`src/hw/clk_switch_pkg.sv`:
```
// Package with register map, field positions and reset values of the switch.
package clk_switch_pkg;
  localparam int ADDR_W = 8;
  localparam int DATA_W = 32;
  localparam int FREQ_W = 8;
  localparam int CNT_W = 10;
  localparam logic [ADDR_W-1:0] CTRL_OFF = 8'h00;
  localparam logic [ADDR_W-1:0] FREQ_OFF = 8'h04;
  localparam logic [ADDR_W-1:0] STOP_OFF = 8'h08;
  localparam logic [ADDR_W-1:0] STAT_OFF = 8'h0C;
  localparam int SEL_BIT = 4;
  localparam int STATUS_BIT = 5;
  localparam int FIH_LSB = 0;
  localparam int FMX_LSB = 8;
  localparam int SYS_STOP_BIT = 0;
  localparam int OSC_STOP_BIT = 1;
  localparam int BUSY_BIT = 0;
  localparam int CNT_LSB = 8;
  localparam logic SEL_RST = 1'b0;
  localparam logic SYS_STOP_RST = 1'b1;
  localparam logic OSC_STOP_RST = 1'b0;
  localparam logic [FREQ_W-1:0] FIH_RST = 8'h08;
  localparam logic [FREQ_W-1:0] FMX_RST = 8'h0A;
  localparam logic [CNT_W-1:0] FIXED_CYCLES = 10'h002;
  localparam logic [CNT_W-1:0] ONE_CYCLE = 10'h001;
  typedef enum logic [1:0] {SW_IDLE, SW_CALC, SW_WAIT} sw_state_t;
endpackage

```
`src/hw/reset_release.sv`:
```
// Two-stage release of the asynchronous active-low reset.
`timescale 1ns/1ps
module reset_release (
  input wire logic clk,
  input wire logic rst_b,
  output logic rst_sync_b
);
  logic meta_ff;

  always_ff @(posedge clk or negedge rst_b)
  begin
    if (!rst_b)
    begin
      meta_ff <= 1'b0;
      rst_sync_b <= 1'b0;
    end
    else
    begin
      meta_ff <= 1'b1;
      rst_sync_b <= meta_ff;
    end
  end
endmodule

```
`src/hw/ceil_divider.sv`:
```
// Serial restoring divider that returns the quotient rounded up.
`timescale 1ns/1ps
module ceil_divider (
  input wire logic clk,
  input wire logic rst_sync_b,
  input wire logic start,
  input wire logic [9:0] num,
  input wire logic [7:0] den,
  output logic done,
  output logic [9:0] quo
);
  logic [9:0] q_ff;
  logic [9:0] rem_ff;
  logic [3:0] step_ff;
  logic busy_ff;
  logic [7:0] den_ff;
  logic [9:0] trial;

  assign trial = {rem_ff[8:0], q_ff[9]};
  assign quo = q_ff + {9'h000, rem_ff != 10'h000};

  always_ff @(posedge clk or negedge rst_sync_b)
  begin
    if (!rst_sync_b)
    begin
      q_ff <= 10'h000;
      rem_ff <= 10'h000;
      step_ff <= 4'h0;
      busy_ff <= 1'b0;
      den_ff <= 8'h01;
      done <= 1'b0;
    end
    else
    begin
      done <= 1'b0;
      if (start)
      begin
        q_ff <= num;
        rem_ff <= 10'h000;
        step_ff <= 4'h0;
        busy_ff <= 1'b1;
        // A zero frequency would divide by zero, so it counts as one.
        den_ff <= (den == 8'h00) ? 8'h01 : den;
      end
      else if (busy_ff)
      begin
        if (trial >= {2'b00, den_ff})
        begin
          rem_ff <= trial - {2'b00, den_ff};
          q_ff <= {q_ff[8:0], 1'b1};
        end
        else
        begin
          rem_ff <= trial;
          q_ff <= {q_ff[8:0], 1'b0};
        end
        step_ff <= step_ff + 4'h1;
        if (step_ff == 4'h9)
        begin
          busy_ff <= 1'b0;
          done <= 1'b1;
        end
      end
    end
  end
endmodule

```
`src/hw/main_clock_switchover.sv`:
```
// Main system clock selector with bounded, old-clock-counted switchover.
//
// Summary of operation
// - Select bit 4 picks internal or system clock.
// - Keep old clock several cycles after rewrite.
// - Status bit 5 shows the active source.
// - Peripheral clock follows the CPU clock source.
// - Latency bounded by fixed or ratio formulas.
// - Latency counted in old clock cycles.
// - Fractional cycle counts round up.
//
// Decided for this implementation: the address-and-strobe port and the placing of the registers.
`timescale 1ns/1ps
module main_clock_switchover (
  input wire logic clk,
  input wire logic rst_b,
  input wire logic [clk_switch_pkg::ADDR_W-1:0] addr,
  input wire logic [clk_switch_pkg::DATA_W-1:0] wr_data,
  input wire logic wr_en,
  input wire logic rd_en,
  output logic [clk_switch_pkg::DATA_W-1:0] rd_data,
  input wire logic int_osc_tick,
  input wire logic sys_clk_tick,
  output logic main_clk_sel,
  output logic periph_clk_sel,
  output logic system_clock_stop_ctrl,
  output logic internal_osc_stop_ctrl
);
  import clk_switch_pkg::*;

  logic rst_sync_b;
  logic main_clock_select_bit_ff;
  logic main_clock_status_bit_ff;
  logic periph_sel_ff;
  logic sys_stop_ff;
  logic osc_stop_ff;
  logic [FREQ_W-1:0] fih_ff;
  logic [FREQ_W-1:0] fmx_ff;
  logic [DATA_W-1:0] rd_data_ff;
  sw_state_t state_ff;
  logic target_ff;
  logic [CNT_W-1:0] limit_ff;
  logic [CNT_W-1:0] count_ff;
  logic div_start_ff;
  logic [9:0] div_num_ff;
  logic [7:0] div_den_ff;
  logic div_done;
  logic [9:0] div_quo;
  logic old_tick;
  logic mx_fast;
  logic [DATA_W-1:0] nxt_rd_data;

  // True when a strobe addresses the given register.
  function automatic logic reg_hit(
    input logic en,
    input logic [ADDR_W-1:0] a,
    input logic [ADDR_W-1:0] off
  );
    return en && (a == off);
  endfunction

  // True on the old-clock tick that completes the counted wait.
  function automatic logic wait_over(
    input sw_state_t st,
    input logic tick,
    input logic [CNT_W-1:0] cnt,
    input logic [CNT_W-1:0] lim
  );
    return (st == SW_WAIT) && tick && (cnt + ONE_CYCLE >= lim);
  endfunction

  // Every register below leaves reset two edges after rst_b rises.
  reset_release u_reset (
    .clk(clk),
    .rst_b(rst_b),
    .rst_sync_b(rst_sync_b)
  );

  // Ratio bounds are worked out serially before the wait begins.
  ceil_divider u_div (
    .clk(clk),
    .rst_sync_b(rst_sync_b),
    .start(div_start_ff),
    .num(div_num_ff),
    .den(div_den_ff),
    .done(div_done),
    .quo(div_quo)
  );

  // Equal frequencies take the fixed bound only when switching to the system clock.
  assign mx_fast = (fmx_ff >= fih_ff);
  // Ticks of the source in use before the change pace the wait.
  assign old_tick = main_clock_status_bit_ff ? sys_clk_tick
                                             : int_osc_tick;

  // Select bit; a rewrite only requests a change.
  always_ff @(posedge clk or negedge rst_sync_b)
  begin
    if (!rst_sync_b)
    begin
      main_clock_select_bit_ff <= SEL_RST;
    end
    else if (reg_hit(wr_en, addr, CTRL_OFF))
    begin
      main_clock_select_bit_ff <= wr_data[SEL_BIT];
    end
  end

  // Frequency settings that feed the latency bound.
  always_ff @(posedge clk or negedge rst_sync_b)
  begin
    if (!rst_sync_b)
    begin
      fih_ff <= FIH_RST;
      fmx_ff <= FMX_RST;
    end
    else if (reg_hit(wr_en, addr, FREQ_OFF))
    begin
      fih_ff <= wr_data[FIH_LSB +: FREQ_W];
      fmx_ff <= wr_data[FMX_LSB +: FREQ_W];
    end
  end

  // Stop controls of the two sources.
  always_ff @(posedge clk or negedge rst_sync_b)
  begin
    if (!rst_sync_b)
    begin
      sys_stop_ff <= SYS_STOP_RST;
      osc_stop_ff <= OSC_STOP_RST;
    end
    else if (reg_hit(wr_en, addr, STOP_OFF))
    begin
      // A write never stops the running source under the CPU; a switch to an already stopped source is not blocked.
      if (!(wr_data[SYS_STOP_BIT] && main_clock_status_bit_ff))
      begin
        sys_stop_ff <= wr_data[SYS_STOP_BIT];
      end
      if (!(wr_data[OSC_STOP_BIT] && !main_clock_status_bit_ff))
      begin
        osc_stop_ff <= wr_data[OSC_STOP_BIT];
      end
    end
  end

  // Switchover sequencer: work out the bound, then count old ticks.
  always_ff @(posedge clk or negedge rst_sync_b)
  begin
    if (!rst_sync_b)
    begin
      state_ff <= SW_IDLE;
      target_ff <= SEL_RST;
      // The bound register reads as the fixed count after reset.
      limit_ff <= FIXED_CYCLES;
      count_ff <= '0;
      div_start_ff <= 1'b0;
      div_num_ff <= 10'h000;
      div_den_ff <= 8'h01;
    end
    else
    begin
      div_start_ff <= 1'b0;
      unique case (state_ff)
        // A select change during a wait is taken up back in idle.
        SW_IDLE:
        begin
          count_ff <= '0;
          // A rewrite does not move the mux at once.
          if (main_clock_select_bit_ff != main_clock_status_bit_ff)
          begin
            target_ff <= main_clock_select_bit_ff;
            if (main_clock_select_bit_ff == mx_fast)
            begin
              limit_ff <= FIXED_CYCLES;
              state_ff <= SW_WAIT;
            end
            else if (main_clock_select_bit_ff)
            begin
              div_num_ff <= {2'b00, fih_ff};
              div_den_ff <= fmx_ff;
              div_start_ff <= 1'b1;
              state_ff <= SW_CALC;
            end
            else
            begin
              // Twice the system frequency over the internal one.
              div_num_ff <= {1'b0, fmx_ff, 1'b0};
              div_den_ff <= fih_ff;
              div_start_ff <= 1'b1;
              state_ff <= SW_CALC;
            end
          end
        end
        SW_CALC:
        begin
          // The divider answers about a dozen cycles after its start.
          if (div_done)
          begin
            // The divider already rounds a remainder up.
            if (target_ff)
            begin
              limit_ff <= div_quo + ONE_CYCLE;
            end
            else
            begin
              limit_ff <= div_quo;
            end
            state_ff <= SW_WAIT;
          end
        end
        SW_WAIT:
        begin
          // Only ticks of the old source advance the count.
          if (old_tick)
          begin
            count_ff <= count_ff + ONE_CYCLE;
          end
          if (wait_over(state_ff, old_tick, count_ff, limit_ff))
          begin
            state_ff <= SW_IDLE;
          end
        end
        default:
        begin
          // An unused state code falls back to idle.
          state_ff <= SW_IDLE;
        end
      endcase
    end
  end

  // The mux select and the status move together at the end of the wait.
  // Peripheral and CPU selects can therefore never disagree.
  always_ff @(posedge clk or negedge rst_sync_b)
  begin
    if (!rst_sync_b)
    begin
      main_clock_status_bit_ff <= SEL_RST;
      periph_sel_ff <= SEL_RST;
    end
    else if (wait_over(state_ff, old_tick, count_ff, limit_ff))
    begin
      main_clock_status_bit_ff <= target_ff;
      periph_sel_ff <= target_ff;
    end
  end

  // Read mux; unmapped addresses read as zero.
  always_comb
  begin
    nxt_rd_data = '0;
    unique case (addr)
      CTRL_OFF:
      begin
        nxt_rd_data[SEL_BIT] = main_clock_select_bit_ff;
        nxt_rd_data[STATUS_BIT] = main_clock_status_bit_ff;
      end
      FREQ_OFF:
      begin
        nxt_rd_data[FIH_LSB +: FREQ_W] = fih_ff;
        nxt_rd_data[FMX_LSB +: FREQ_W] = fmx_ff;
      end
      STOP_OFF:
      begin
        nxt_rd_data[SYS_STOP_BIT] = sys_stop_ff;
        nxt_rd_data[OSC_STOP_BIT] = osc_stop_ff;
      end
      STAT_OFF:
      begin
        nxt_rd_data[BUSY_BIT] = (state_ff != SW_IDLE);
        nxt_rd_data[CNT_LSB +: CNT_W] = limit_ff;
      end
      default:
      begin
        nxt_rd_data = '0;
      end
    endcase
  end

  // Read data stands for one cycle and then returns to zero.
  always_ff @(posedge clk or negedge rst_sync_b)
  begin
    if (!rst_sync_b)
    begin
      rd_data_ff <= '0;
    end
    else
    begin
      rd_data_ff <= rd_en ? nxt_rd_data : '0;
    end
  end

  // Every output leaves straight from a flip-flop.
  assign rd_data = rd_data_ff;
  assign main_clk_sel = main_clock_status_bit_ff;
  assign periph_clk_sel = periph_sel_ff;
  assign system_clock_stop_ctrl = sys_stop_ff;
  assign internal_osc_stop_ctrl = osc_stop_ff;
endmodule

```
`config.mk`:
```
export PLATFORM = sky130hd
export DESIGN_NAME = main_clock_switchover
export DESIGN_NICKNAME = d
export VERILOG_FILES = /design/src/hw/clk_switch_pkg.sv /design/src/hw/reset_release.sv /design/src/hw/ceil_divider.sv /design/src/hw/main_clock_switchover.sv
export SDC_FILE = /design/constraint.sdc
export NUM_CORES = 1
export LEC_CHECK = 0
export ABC_AREA = 1
export BUFFER_PORTS_ARGS = -buffer_cell sky130_fd_sc_hd__clkbuf_2
export CAP_MARGIN = 10
export CORE_UTILIZATION = 55
export DETAILED_ROUTE_END_ITERATION = 10
export MAX_ROUTING_LAYER = met4
export PLACE_DENSITY = 0.77
export SYNTH_ARGS = -nofsm -noshare
export SYNTH_HDL_FRONTEND = slang
export SYNTH_SLANG_ARGS = --single-unit
```
`constraint.sdc`:
```
create_clock -name clk -period 4.2 [get_ports clk]
set_input_delay 1.05 -clock clk [delete_from_list [all_inputs] [get_ports clk]]
set_output_delay 1.05 -clock clk [all_outputs]
set_load 0.05 [all_outputs]
```
# Word-level counts from Yosys, hierarchy flattened
# Index checks and enable logic that the tools add are counted.
[totals]
mem_bits_rw = 0
romBits = 0
n_memories = 0
ff_bits = 116
word_cells = 110
latchBits = 0
output_inout_bits = 36
inputBits = 46
[classes]
shifts = 0
n_mux = 41
n_div = 0
bitwise = 3
eq_ne = 13
n_addsub = 5
n_reduce_logical = 23
magnitude_cmp = 3
mul = 0
[ops]
columns = ["operator", "count"]
rows = [
  ["$mux 10", 10],
  ["$pmux 10 s2", 2],
  ["$add 10x1->10 const B", 2],
  ["$mux 18", 1],
  ["$eq 8x4->1 const B", 2],
  ["$logic_not 8->1", 2],
  ["$mux 8", 2],
  ["$pmux 8 s2", 1],
  ["$mux 2", 7],
  ["$mux 1", 11],
  ["$add 10x1->10", 1],
  ["$ge 10x10->1", 1],
  ["$ge 10x8->1", 1],
  ["$reduce_bool 10->1", 1],
  ["$sub 10x8->10", 1],
  ["$mux 9", 1],
  ["$eq 8x3->1 const B", 1],
  ["$ge 8x8->1", 1],
  ["$mux 4", 2],
  ["$reduce_and 2->1", 4],
  ["$reduce_bool 2->1", 4],
  ["$logic_and 1x1->1", 7],
  ["$ne 2x2->1 const B", 3],
  ["$pmux 2 s3", 1],
  ["15 further kinds", 19],
]

# Depth between registers and ports, before layout
# Gate-level depths: netlist of run 1.
[logic_depth]
ltp_word = 6
mapped_depth = 16
depth_no_buf = 16

# By module
# A second synthesis of run 1 with hierarchy kept.
[hier_totals]
cells_unflattened = 836
hier_area_um2 = 6553.8
[modules_own_cells]
columns = ["mod", "cells_each", "area_per_inst_um2", "seq_area_each_um2", "instances"]
rows = [
  ["main_clock_switchover", 546, 4340.4, 1984.4, 1],
  ["ceil_divider", 287, 2159.6, 852.1, 1],
  ["reset_release", 3, 53.8, 50.0, 1],
]

# Worst setup path after synthesis of run 1
# Ideal clock, no wire load.
[synth_path]
path_kind = "register -> register"
start = "reg u_div.rem_ff[3]"
end = "reg limit_ff[8]"
stages_incl_launch_ff = 14
required_ps = 4126
synth_period_minus_slack_ps = 2187
slack_ps = 2013
setup_ps = 74
t_arrival_ps = 2113
path_buffers = 0
path_cell_list = "dfrtp_1 -> nor4_1 -> nand4_1 -> ha_1 -> ha_1 -> nand2_4 -> inv_1 -> nor2_2 -> inv_1 -> nor3_1 -> nand3_1 -> nand2_1 -> nand3_1 -> o21ai_2"
[synth_via]
elab_chain_len = 6
[synth_lines]
columns = ["element", "line", "text"]
rows = [
  ["start: declaration", "ceil_divider.sv:13", "logic [9:0] rem_ff;"],
  ["start signal: assignment", "ceil_divider.sv:49", "rem_ff <= trial - {2'b00, den_ff};"],
  ["start signal: assignment", "ceil_divider.sv:54", "rem_ff <= trial;"],
  ["$reduce_bool 10->1 *", "ceil_divider.sv:20", "assign quo = q_ff + {9'h000, rem_ff != 10'h000};"],
  ["$add 10x1->10 *", "ceil_divider.sv:20", ""],
  ["$add 10x1->10", "main_clock_switchover.sv:202", "limit_ff <= div_quo + ONE_CYCLE;"],
  ["$mux 10 *", "main_clock_switchover.sv:200", "if (target_ff)"],
  ["$mux 10 *", "main_clock_switchover.sv:197", "if (div_done)"],
  ["$pmux 10 s2 *", "main_clock_switchover.sv:163", "unique case (state_ff)"],
  ["end signal: assignment", "main_clock_switchover.sv:202", ""],
  ["end signal: assignment", "main_clock_switchover.sv:206", "limit_ff <= div_quo;"],
  ["end: declaration", "main_clock_switchover.sv:42", "logic [CNT_W-1:0] limit_ff;"],
]
# Mark *: on every way between the ends. The rest lies on a longest branch, timed or not. The select of a mux whose other input is x is not followed.
# A chain may end at the register's enable or synchronous reset.

# Worst setup path in the final report of run 1
[layout_path]
start = "reg u_div.rem_ff[6]"
end = "reg limit_ff[8]"
# The elaborated chain is that of the path after synthesis.

==> results of run 1 <==
[layout make-up]
class / instances / area [um^2] / area share (%)
clock buffers: 19 / 453 / 6.15
clock inverters: 13 / 149 / 2.02
inverters: 112 / 420 / 5.71
multi-input cells: 571 / 2990 / 40.6
flip-flops and latches: 115 / 2890 / 39.2
well taps: 143 / 179 / 2.43
repair buffers: 55 / 285 / 3.87
[worst max-delay path by stage]
stage	from	endpoint	slack (ns)	cells past startpoint
6_report	u_div.rem_ff[6]	limit_ff[8]	1.44	13
5_1_grt	u_div.rem_ff[6]	limit_ff[8]	1.22	11
4_1_cts	u_div.rem_ff[6]	limit_ff[8]	1.51	11
3_5_place_dp	addr[1]	rd_data[0]	1.46	9
3_3_place_gp	addr[1]	rd_data[0]	1.45	9
2_1_floorplan	u_reset.rst_sync_b	count_ff[0]	0.77	0
[state kept, by name (all words and copies together), names as in the netlist, 2 cells and up]
register,count
count_ff,10
div_den_ff,8
div_num_ff,9
fih_ff,8
fmx_ff,8
limit_ff,10
rd_data,18
state_ff,2
u_div.den_ff,8
u_div.q_ff,10
u_div.rem_ff,10
u_div.step_ff,4
[cells in the mapped netlist (2+ instances only)]
cell type,instances,area [um^2]
sky130_fd_sc_hd__a21o_1,3,22.5
sky130_fd_sc_hd__nand2_1,212,796
sky130_fd_sc_hd__mux2_1,3,33.8
sky130_fd_sc_hd__o21ai_0,54,270
sky130_fd_sc_hd__buf_2,8,40.0
sky130_fd_sc_hd__clkinv_1,2,7.51
sky130_fd_sc_hd__clkbuf_1,9,33.8
sky130_fd_sc_hd__nand3_1,28,140
sky130_fd_sc_hd__inv_2,8,30.0
sky130_fd_sc_hd__a21oi_1,40,200
sky130_fd_sc_hd__nor4_1,6,37.5
sky130_fd_sc_hd__nand2_4,3,33.8
sky130_fd_sc_hd__dfrtp_1,108,2700
sky130_fd_sc_hd__ha_1,32,400
sky130_fd_sc_hd__nand2_2,4,25.0
sky130_fd_sc_hd__a31oi_1,6,37.5
sky130_fd_sc_hd__a2bb2oi_1,2,17.5
sky130_fd_sc_hd__inv_1,102,383
sky130_fd_sc_hd__nor2_2,5,31.3
sky130_fd_sc_hd__o21ai_1,19,95.1
sky130_fd_sc_hd__o22ai_1,18,113
sky130_fd_sc_hd__dfstp_2,7,184
sky130_fd_sc_hd__nand4_1,16,100
sky130_fd_sc_hd__nor2_1,64,240
sky130_fd_sc_hd__nor3_2,2,20.0
sky130_fd_sc_hd__nand3_2,3,30.0
sky130_fd_sc_hd__o211ai_1,2,15.0
sky130_fd_sc_hd__conb_1,2,7.51
sky130_fd_sc_hd__buf_4,17,128
sky130_fd_sc_hd__nor2_4,4,45.0
sky130_fd_sc_hd__nor3_1,11,55.1
sky130_fd_sc_hd__xor2_1,9,78.8
[cells by family after synthesis]
group	synth area share, %
adder cells (fa/ha/maj)	6.49
multiplexers	0.522
XOR/XNOR	1.35
other	0.116
AND/OR/NAND/NOR	24.5
AO/OA/AOI/OAI	12.4
flip-flops	44.6
buffers and inverters	9.99
[report_power, final]
part / leakage (nW) / switching, W / internal [W]
clock network: 0.299 / 0.000541 / 0.000913
logic: 2.14 / 0.00156 / 0.000826
registers: 1.42 / 0.000343 / 0.00145
[per-stage QoR]
stage	util, %	area [um^2]
after CTS	64.2	7370
after floorplan	-	6520
final	64.2	7370
after global routing	64.2	7370
after global placement	59.0	6770
after detailed placement	59.0	6770
[metal layers]
layer	GRT usage (%)	up-vias
met5	-	-
met4	10.0	0
met3	4.99	29
met2	41.7	161
met1	35.3	2566
li1	-	2751
==> results.md, run 1 <==
Status:
- The run finished with clean final reports.

Clock tree:
- TritonCTS built the clock tree.
- The clock-pin slew reported for the worst setup and hold paths after clock tree synthesis is 0.06 ns.
- The number of buffers inserted by hold repair at cts is 0.
- The maximum number of buffers from clock root to sink is 2.
- In this run the post-CTS setup repair buffer count came out at 0.
- The CTS H-tree depth is 4.
- The tree is rooted in a sky130_fd_sc_hd__clkbuf_16.
- The number of gates resized after CTS was 0.
- In this run, CTS created clock tree buffers numbering 17.
- The clock sink total is 115.
- The clock reaches the later pin of the worst-skew pair after 0.41 ns.

Floorplanning:
- In this run the horizontal extent of the chip is 111 um.
- The floorplan step defined a die boundary enclosing 12200 um^2.
- The number of core rows is 39.
- The number of ports placed on the die boundary is 82.
- The core footprint is 11500 um^2.
- The initial standard-cell utilization of the core is 56.5%.
- The die is 111 um tall.

Drt:
- Dividing the detail-routed via count by the number of cells gives 5.36.
- The highest metal layer used by the detailed router is met4.
- The wire length on met1 is 6.71 mm.
- The detailed route wirelength on metal2 is 6.84 mm.
- For this block, the via count after detailed routing is 5507.
- The first detailed-routing pass took 5 iterations.
- The total routed wirelength is 14.6 mm.
- The number of routed nets with antenna violations is 0.
- The met3 wirelength from detailed routing is 645 um.
- The final routed DRC violation total is 0.
- The average wire per cell in the routed design is 14.2 um.
- The first-iteration detailed-routing DRC count is 330.

Hold path:
- The path class of the tightest hold or removal check is register to async pin.

Critical path:
- The cell at the slowest stage of the critical path is sky130_fd_sc_hd__dfrtp_1.
- The cell family contributing the most delay on the critical path is simple AND/OR/NAND/NOR gates.
- Walking the worst path, the cells encountered are nor4_1 > nand4_1 > ha_1 > ha_1 > nand2_4 > inv_1 > nor2_2 > inv_1 > nor3_1 > nand3_1 > nand2_1 > nand3_1 > o21ai_2.
- STA classifies the critical path startpoint as a register.
- The element type at the critical path end is a register.
- The signal arrival time at the worst endpoint is 3.09 ns.
- The number of buffers and inverters on the critical path is 2.
- The endpoint of the most critical register-to-register path is limit_ff[8].
- The worst register-to-register path begins at u_div.rem_ff[6].
- Of all nets on the critical path, the largest fanout is 5.
- The critical path's largest stage delay is 0.41 ns.
- The setup check on the worst reg-to-reg path leaves a slack of 1.44 ns.
- At the worst endpoint, the required time is 4.54 ns.
- The cell depth of the worst flop-to-flop path is 13.
- The critical path class is register to register.

STA:
- Derived from the worst setup path, the maximum achievable clock frequency is 363 MHz.
- Measured against its own limit, the worst slew margin works out to 43.2%.
- The share of the cycle needed by the critical path after routing is 65.6%.
- The max-slew violation total from the final report came to 0.
- Adding up every negative setup slack in the final design gives 0 ns.
- Across all hold checks on the routed design, the worst slack comes to 0.293 ns.
- At the pin with the least slew margin, the transition time is 0.852 ns.
- Setup violations remaining at the end of the flow were counted as 0.
- After layout, the worst setup slack is 1.44 ns.
- The hold violation total from the final report is 0.
- Setup repair after global routing left no endpoint under its margin.
- The clock arrives with 0.00691 ns of skew.
- The clock period could shrink to 2.76 ns.

Global routing:
- The number of global-route vias before repair was 5320.
- The first global-routing pass estimated 25.5 mm of wire.
- Across every metal layer, demand over resource in global routing totals 26.9%.
- The number of antenna violations at the first check in global routing is 0.
- The pin count of the biggest net entering global routing is 40.
- Summed over all layers, the global routing overflow is 0.

Yosys:
- The most frequently used flop master after synthesis is sky130_fd_sc_hd__dfrtp_1.
- Counting flops and latches in the post-synthesis netlist gives 115.
- In this run the mean area of a mapped cell was 7.89 um^2.
- The Yosys warning count is 0.
- Sequential elements use 44.6% of the synthesized area.
- The synthesized design contains 0 enable-type register cells.
- Summing every instance area after synthesis gives 6470 um^2.
- The synthesized instance count is 821.
- The share of flip-flops with an asynchronous set or reset is 100%.
- Yosys mapped the design onto 44 distinct sky130hd cell types.

Layout:
- The final antenna diode count is 0.
- The growth of design area from synthesis to finish is 13.8%.
- The leading cell type in the layout, fill and taps excluded is sky130_fd_sc_hd__nand2_1.
- The net count reported at finish is 951.
- The filler cells instantiated in the layout total 949.
- The share of final-layout standard cells stronger than drive strength 1 is 14.2%.
- Leaving out fill and tap cells, the most frequent cells in the layout are 212 x sky130_fd_sc_hd__nand2_1, 107 x sky130_fd_sc_hd__dfrtp_1, 102 x sky130_fd_sc_hd__inv_1.
- The finished layout holds 1028 standard cells, fillers aside.

Place:
- Once placement completed, the tool counted placed cells totaling 996.
- The final RePlAce weighted congestion is 0.921.
- In this run the tool buffered the top-level ports with 51 buffer cells.
- The wire-length estimate of the detail-placed layout is 10.4 mm.
- The worst slack at placement is 1.46 ns.

Job:
- Across the run, the number of max-cap violations was 0.

Power and ir drop:
- The leakage power total is 3.86 nW.
- Overall power consumption after layout is estimated at 0.00564 W.
- The highest ir drop seen on vdd is 0.416 mV.
- The ratio of total power to cell area is 765 nW/um^2.
No activity file was read; power rests on OpenSTA's default activity.
==> inputs of run 2 (changes only) <==
==> constraint.sdc (replaced) <==
create_clock -name clk -period 2.6 [get_ports clk]
set_input_delay 0.65 -clock clk [delete_from_list [all_inputs] [get_ports clk]]
set_output_delay 0.65 -clock clk [all_outputs]
set_load 0.05 [all_outputs]
==> run 2 against run 1 <==
  * Final cell count increased by 1.2%
  * Global-route usage fell by 0.37 points
  * Critical path depth fell by 2
  * Via count is 0.91% higher
  * Highest routed layer unchanged
  * Sequential cell count unchanged
  * Maximum frequency grew 12%
==> results.md, run 2 (synthesis gave the netlist of run 1 again) <==
Status:
- The run finished with clean final reports.

Drt:
- The average wire per cell in the routed design is 14.1 um (-0.60%).
- The met3 wirelength from detailed routing was 689 um (+6.8%).
- The routed via count divided by cell count is 5.34 (-0.26%).
- The vias after detailed routing is 5557 (+0.91%).
- The number of routed nets with antenna violations is 0 (unchanged).
- The final routed DRC violation total is 0 (unchanged).
- The count of TritonRoute iterations in the first routing pass came to 5 (unchanged).
- The wire length on met1 came to 6.71 mm (unchanged).
- The total routed wirelength is 14.6 mm (+0.56%).
- The detailed route wirelength on metal2 came to 7.00 mm (+2.5%).
- The highest metal layer used by the detailed router is met4.
- The first-iteration detailed-routing DRC count was 373 (+13%).

Layout:
- The summed area of non-filler cells in the final layout was 7500 um^2 (+1.8%).
- The fill cell instance count of the final layout is 928 (-2.2%).
- The library cells used most frequently in the layout, excluding fill and tap cells, are 211 x sky130_fd_sc_hd__nand2_1, 106 x sky130_fd_sc_hd__dfrtp_1, 102 x sky130_fd_sc_hd__inv_1.
- The net count reported at finish is 963 (+1.3%).
- The flip-flop count of the largest register, all copies and words added is 18 (unchanged).
- The share of final-layout standard cells stronger than drive strength 1 is 16.3% (+2.0 points).
- The final antenna diode count is 0 (unchanged).
- The footprint of the multi-input gates is 3050 um^2 (+2.1%).
- The leading cell type in the layout, fill and taps excluded is sky130_fd_sc_hd__nand2_1.
- The combined flip-flop and latch cell area is 2890 um^2 (about the same).
- The growth of design area from synthesis to finish is 15.9%.

Power and ir drop:
- The part of the total power dissipated in the clock network was 23.8% (-2.0 points).
- The highest ir drop seen on vdd is 0.545 mV (+31%).
- The fraction of power consumed by combinational cells is 44.6% (+2.3 points).
- The sequential share of power is 31.6% (-0.3 points).
- The leakage power total is 3.91 nW (+1.2%).
- The ratio of total power to cell area was 1220 nW/um^2 (+59%).
- The total power of the final layout is 0.00912 W (+62%).
- The switching power as a share of total power is 43.9% (+0.51 points).
- The power spent charging and discharging nets is 0.00400 W (+64%).
- The internal power of the cells is 0.00512 W (+60%).

Global routing:
- The pin count of the biggest net entering global routing is 42 (+5.0%).
- The global-route usage over all layers is 26.5% (-0.37 points).
- The number of antenna violations at the first check in global routing is 0 (unchanged).
- The number of global-route vias before repair is 5376 (+1.1%).
- The first-pass GRT wire length is 25.2 mm (-1.2%).
- The remaining global-route overflow is 0 (unchanged).

Floorplanning:
- The horizontal extent of the die is 111 um (unchanged).
- The core footprint is 11500 um^2 (unchanged).
- The number of ports placed on the die boundary is 82 (unchanged).
- The full die area is 12200 um^2 (unchanged).
- The die extent in y is 111 um (unchanged).
- The number of core rows is 39 (unchanged).
- The initial standard-cell utilization of the core is 56.5% (unchanged).

Job:
- The max-capacitance violation count was 0 (unchanged).

STA:
- The maximum frequency from static timing analysis came to 405 MHz (+12%).
- The hold violation total from the final report is 0 (unchanged).
- The share of the cycle needed by the critical path after routing is 95.1% (+29 points).
- The max-slew violation total from the final report is 0 (unchanged).
- The worst setup margin was 0.128 ns (-1.32 ns).
- The clock period minus final worst setup slack was 2.47 ns (-0.285 ns).
- The post-route clock skew is 0.0101 ns (+0.00315 ns).
- The worst relative slew slack is 63.2% (+20 points).
- The final setup violation count is 0 (unchanged).
- The total negative slack for setup checks is 0 ns (unchanged).
- The measured slew at the worst slew-check pin was 0.551 ns (-0.301 ns).

Critical path:
- The required time of the worst setup path is 2.94 ns (-1.60 ns).
- The type of origin of the critical path is a register.
- The worst setup path is of the register to register kind.
- The element type at the critical path end is a register.
- The signal arrival time at the worst endpoint came to 2.81 ns (-0.28 ns).
- The largest fanout on the critical path was 4 (-1).

Clock tree:
- The CTS H-tree depth was 4 (unchanged).
- The TritonCTS buffer count is 17 (unchanged).
- The clock-pin slew reported for the worst setup and hold paths after clock tree synthesis is 0.06 ns (about the same).
- The maximum number of buffers from clock root to sink is 2 (unchanged).
- The clock sink total came to 115 (unchanged).
- The clock latency on the worst-skew pair was 0.41 ns (about the same).
- TritonCTS built the clock tree.
- The tree is rooted in a sky130_fd_sc_hd__clkbuf_16.

Place:
- The area after detailed placement is 6850 um^2 (+1.3%).
- The final RePlAce weighted congestion is 0.842 (-8.6%).
- The HPWL after detailed placement is 10.6 mm (+1.4%).
- The port buffer count came to 51 (unchanged).
- The worst slack at placement is 0.0518 ns (-1.41 ns).

Hold path:
- The tightest min-delay check is of the register to async pin type.
## run 2: final timing paths
kind | start | endpoint | slack [ns] | depth (start not counted)
max in group asynchronous | u_reset.rst_sync_b | limit_ff[1] | 1.61 | 1
worst max-delay path | u_div.rem_ff[3] | limit_ff[6] | 0.13 | 11
worst max register to register | u_div.rem_ff[3] | limit_ff[6] | 0.13 | 11
worst min-delay path | u_reset.rst_sync_b | u_div.den_ff[7] | 0.32 | 0
min in group clk | u_reset.meta_ff | u_reset.rst_sync_b | 0.36 | 0
worst min register to register | u_reset.rst_sync_b | u_div.den_ff[7] | 0.32 | 0
## run 2: power groups by stage
stage,combinational [W],sequential (W),clock [W]
floorplan,0.00320,0.00273,0
global placement,0.00381,0.00287,0
detailed placement,0.00392,0.00287,0
CTS,0.00398,0.00286,0.00218
global route,0.00468,0.00296,0.00226
finish,0.00407,0.00288,0.00217
## run 2: area by class of cell
class,instances,area share (%)
clock inverters,12,1.45
clock buffers,20,5.95
flip-flops and latches,115,38.5
inverters,112,5.60
multi-input cells,571,40.7
well taps,143,2.38
repair buffers,67,5.37
## run 2: metal layers
| metal | track usage, % | up-vias |
|---|---|---|
| li1 | - | 2766 |
| met1 | 34.6 | 2604 |
| met2 | 41.7 | 164 |
| met3 | 4.99 | 23 |
| met4 | 9.07 | 0 |
| met5 | - | - |
## run 2: what timing repair did
item                       CTS  global route
setup endpoints to repair    0             7
hold buffers                 1             0
buffers inserted             0             3
hold endpoints to repair     1             0
resized for setup            0            13
## run 2: through the flow
step	cells	util, %	hold WS, ns
4_1_cts	1037	64.7	0.343
2_1_floorplan	834	-	0.331
6_report	1040	65.4	0.322
5_1_grt	1040	65.4	0.364
3_5_place_dp	1004	59.7	0.337
3_3_place_gp	1004	59.7	0.340
## run 2: critical path, cell delays in order (launching register included)
cell                      delay [ns]
sky130_fd_sc_hd__dfrtp_1        0.42
sky130_fd_sc_hd__nor4_2         0.31
sky130_fd_sc_hd__nand4_1        0.14
sky130_fd_sc_hd__ha_1           0.25
sky130_fd_sc_hd__ha_2           0.37
sky130_fd_sc_hd__ha_1           0.20
sky130_fd_sc_hd__nand3_1        0.14
sky130_fd_sc_hd__nor2_1         0.13
sky130_fd_sc_hd__nand2_1        0.09
sky130_fd_sc_hd__o21ai_1        0.13
sky130_fd_sc_hd__nand3_1        0.09
sky130_fd_sc_hd__o21ai_1        0.13
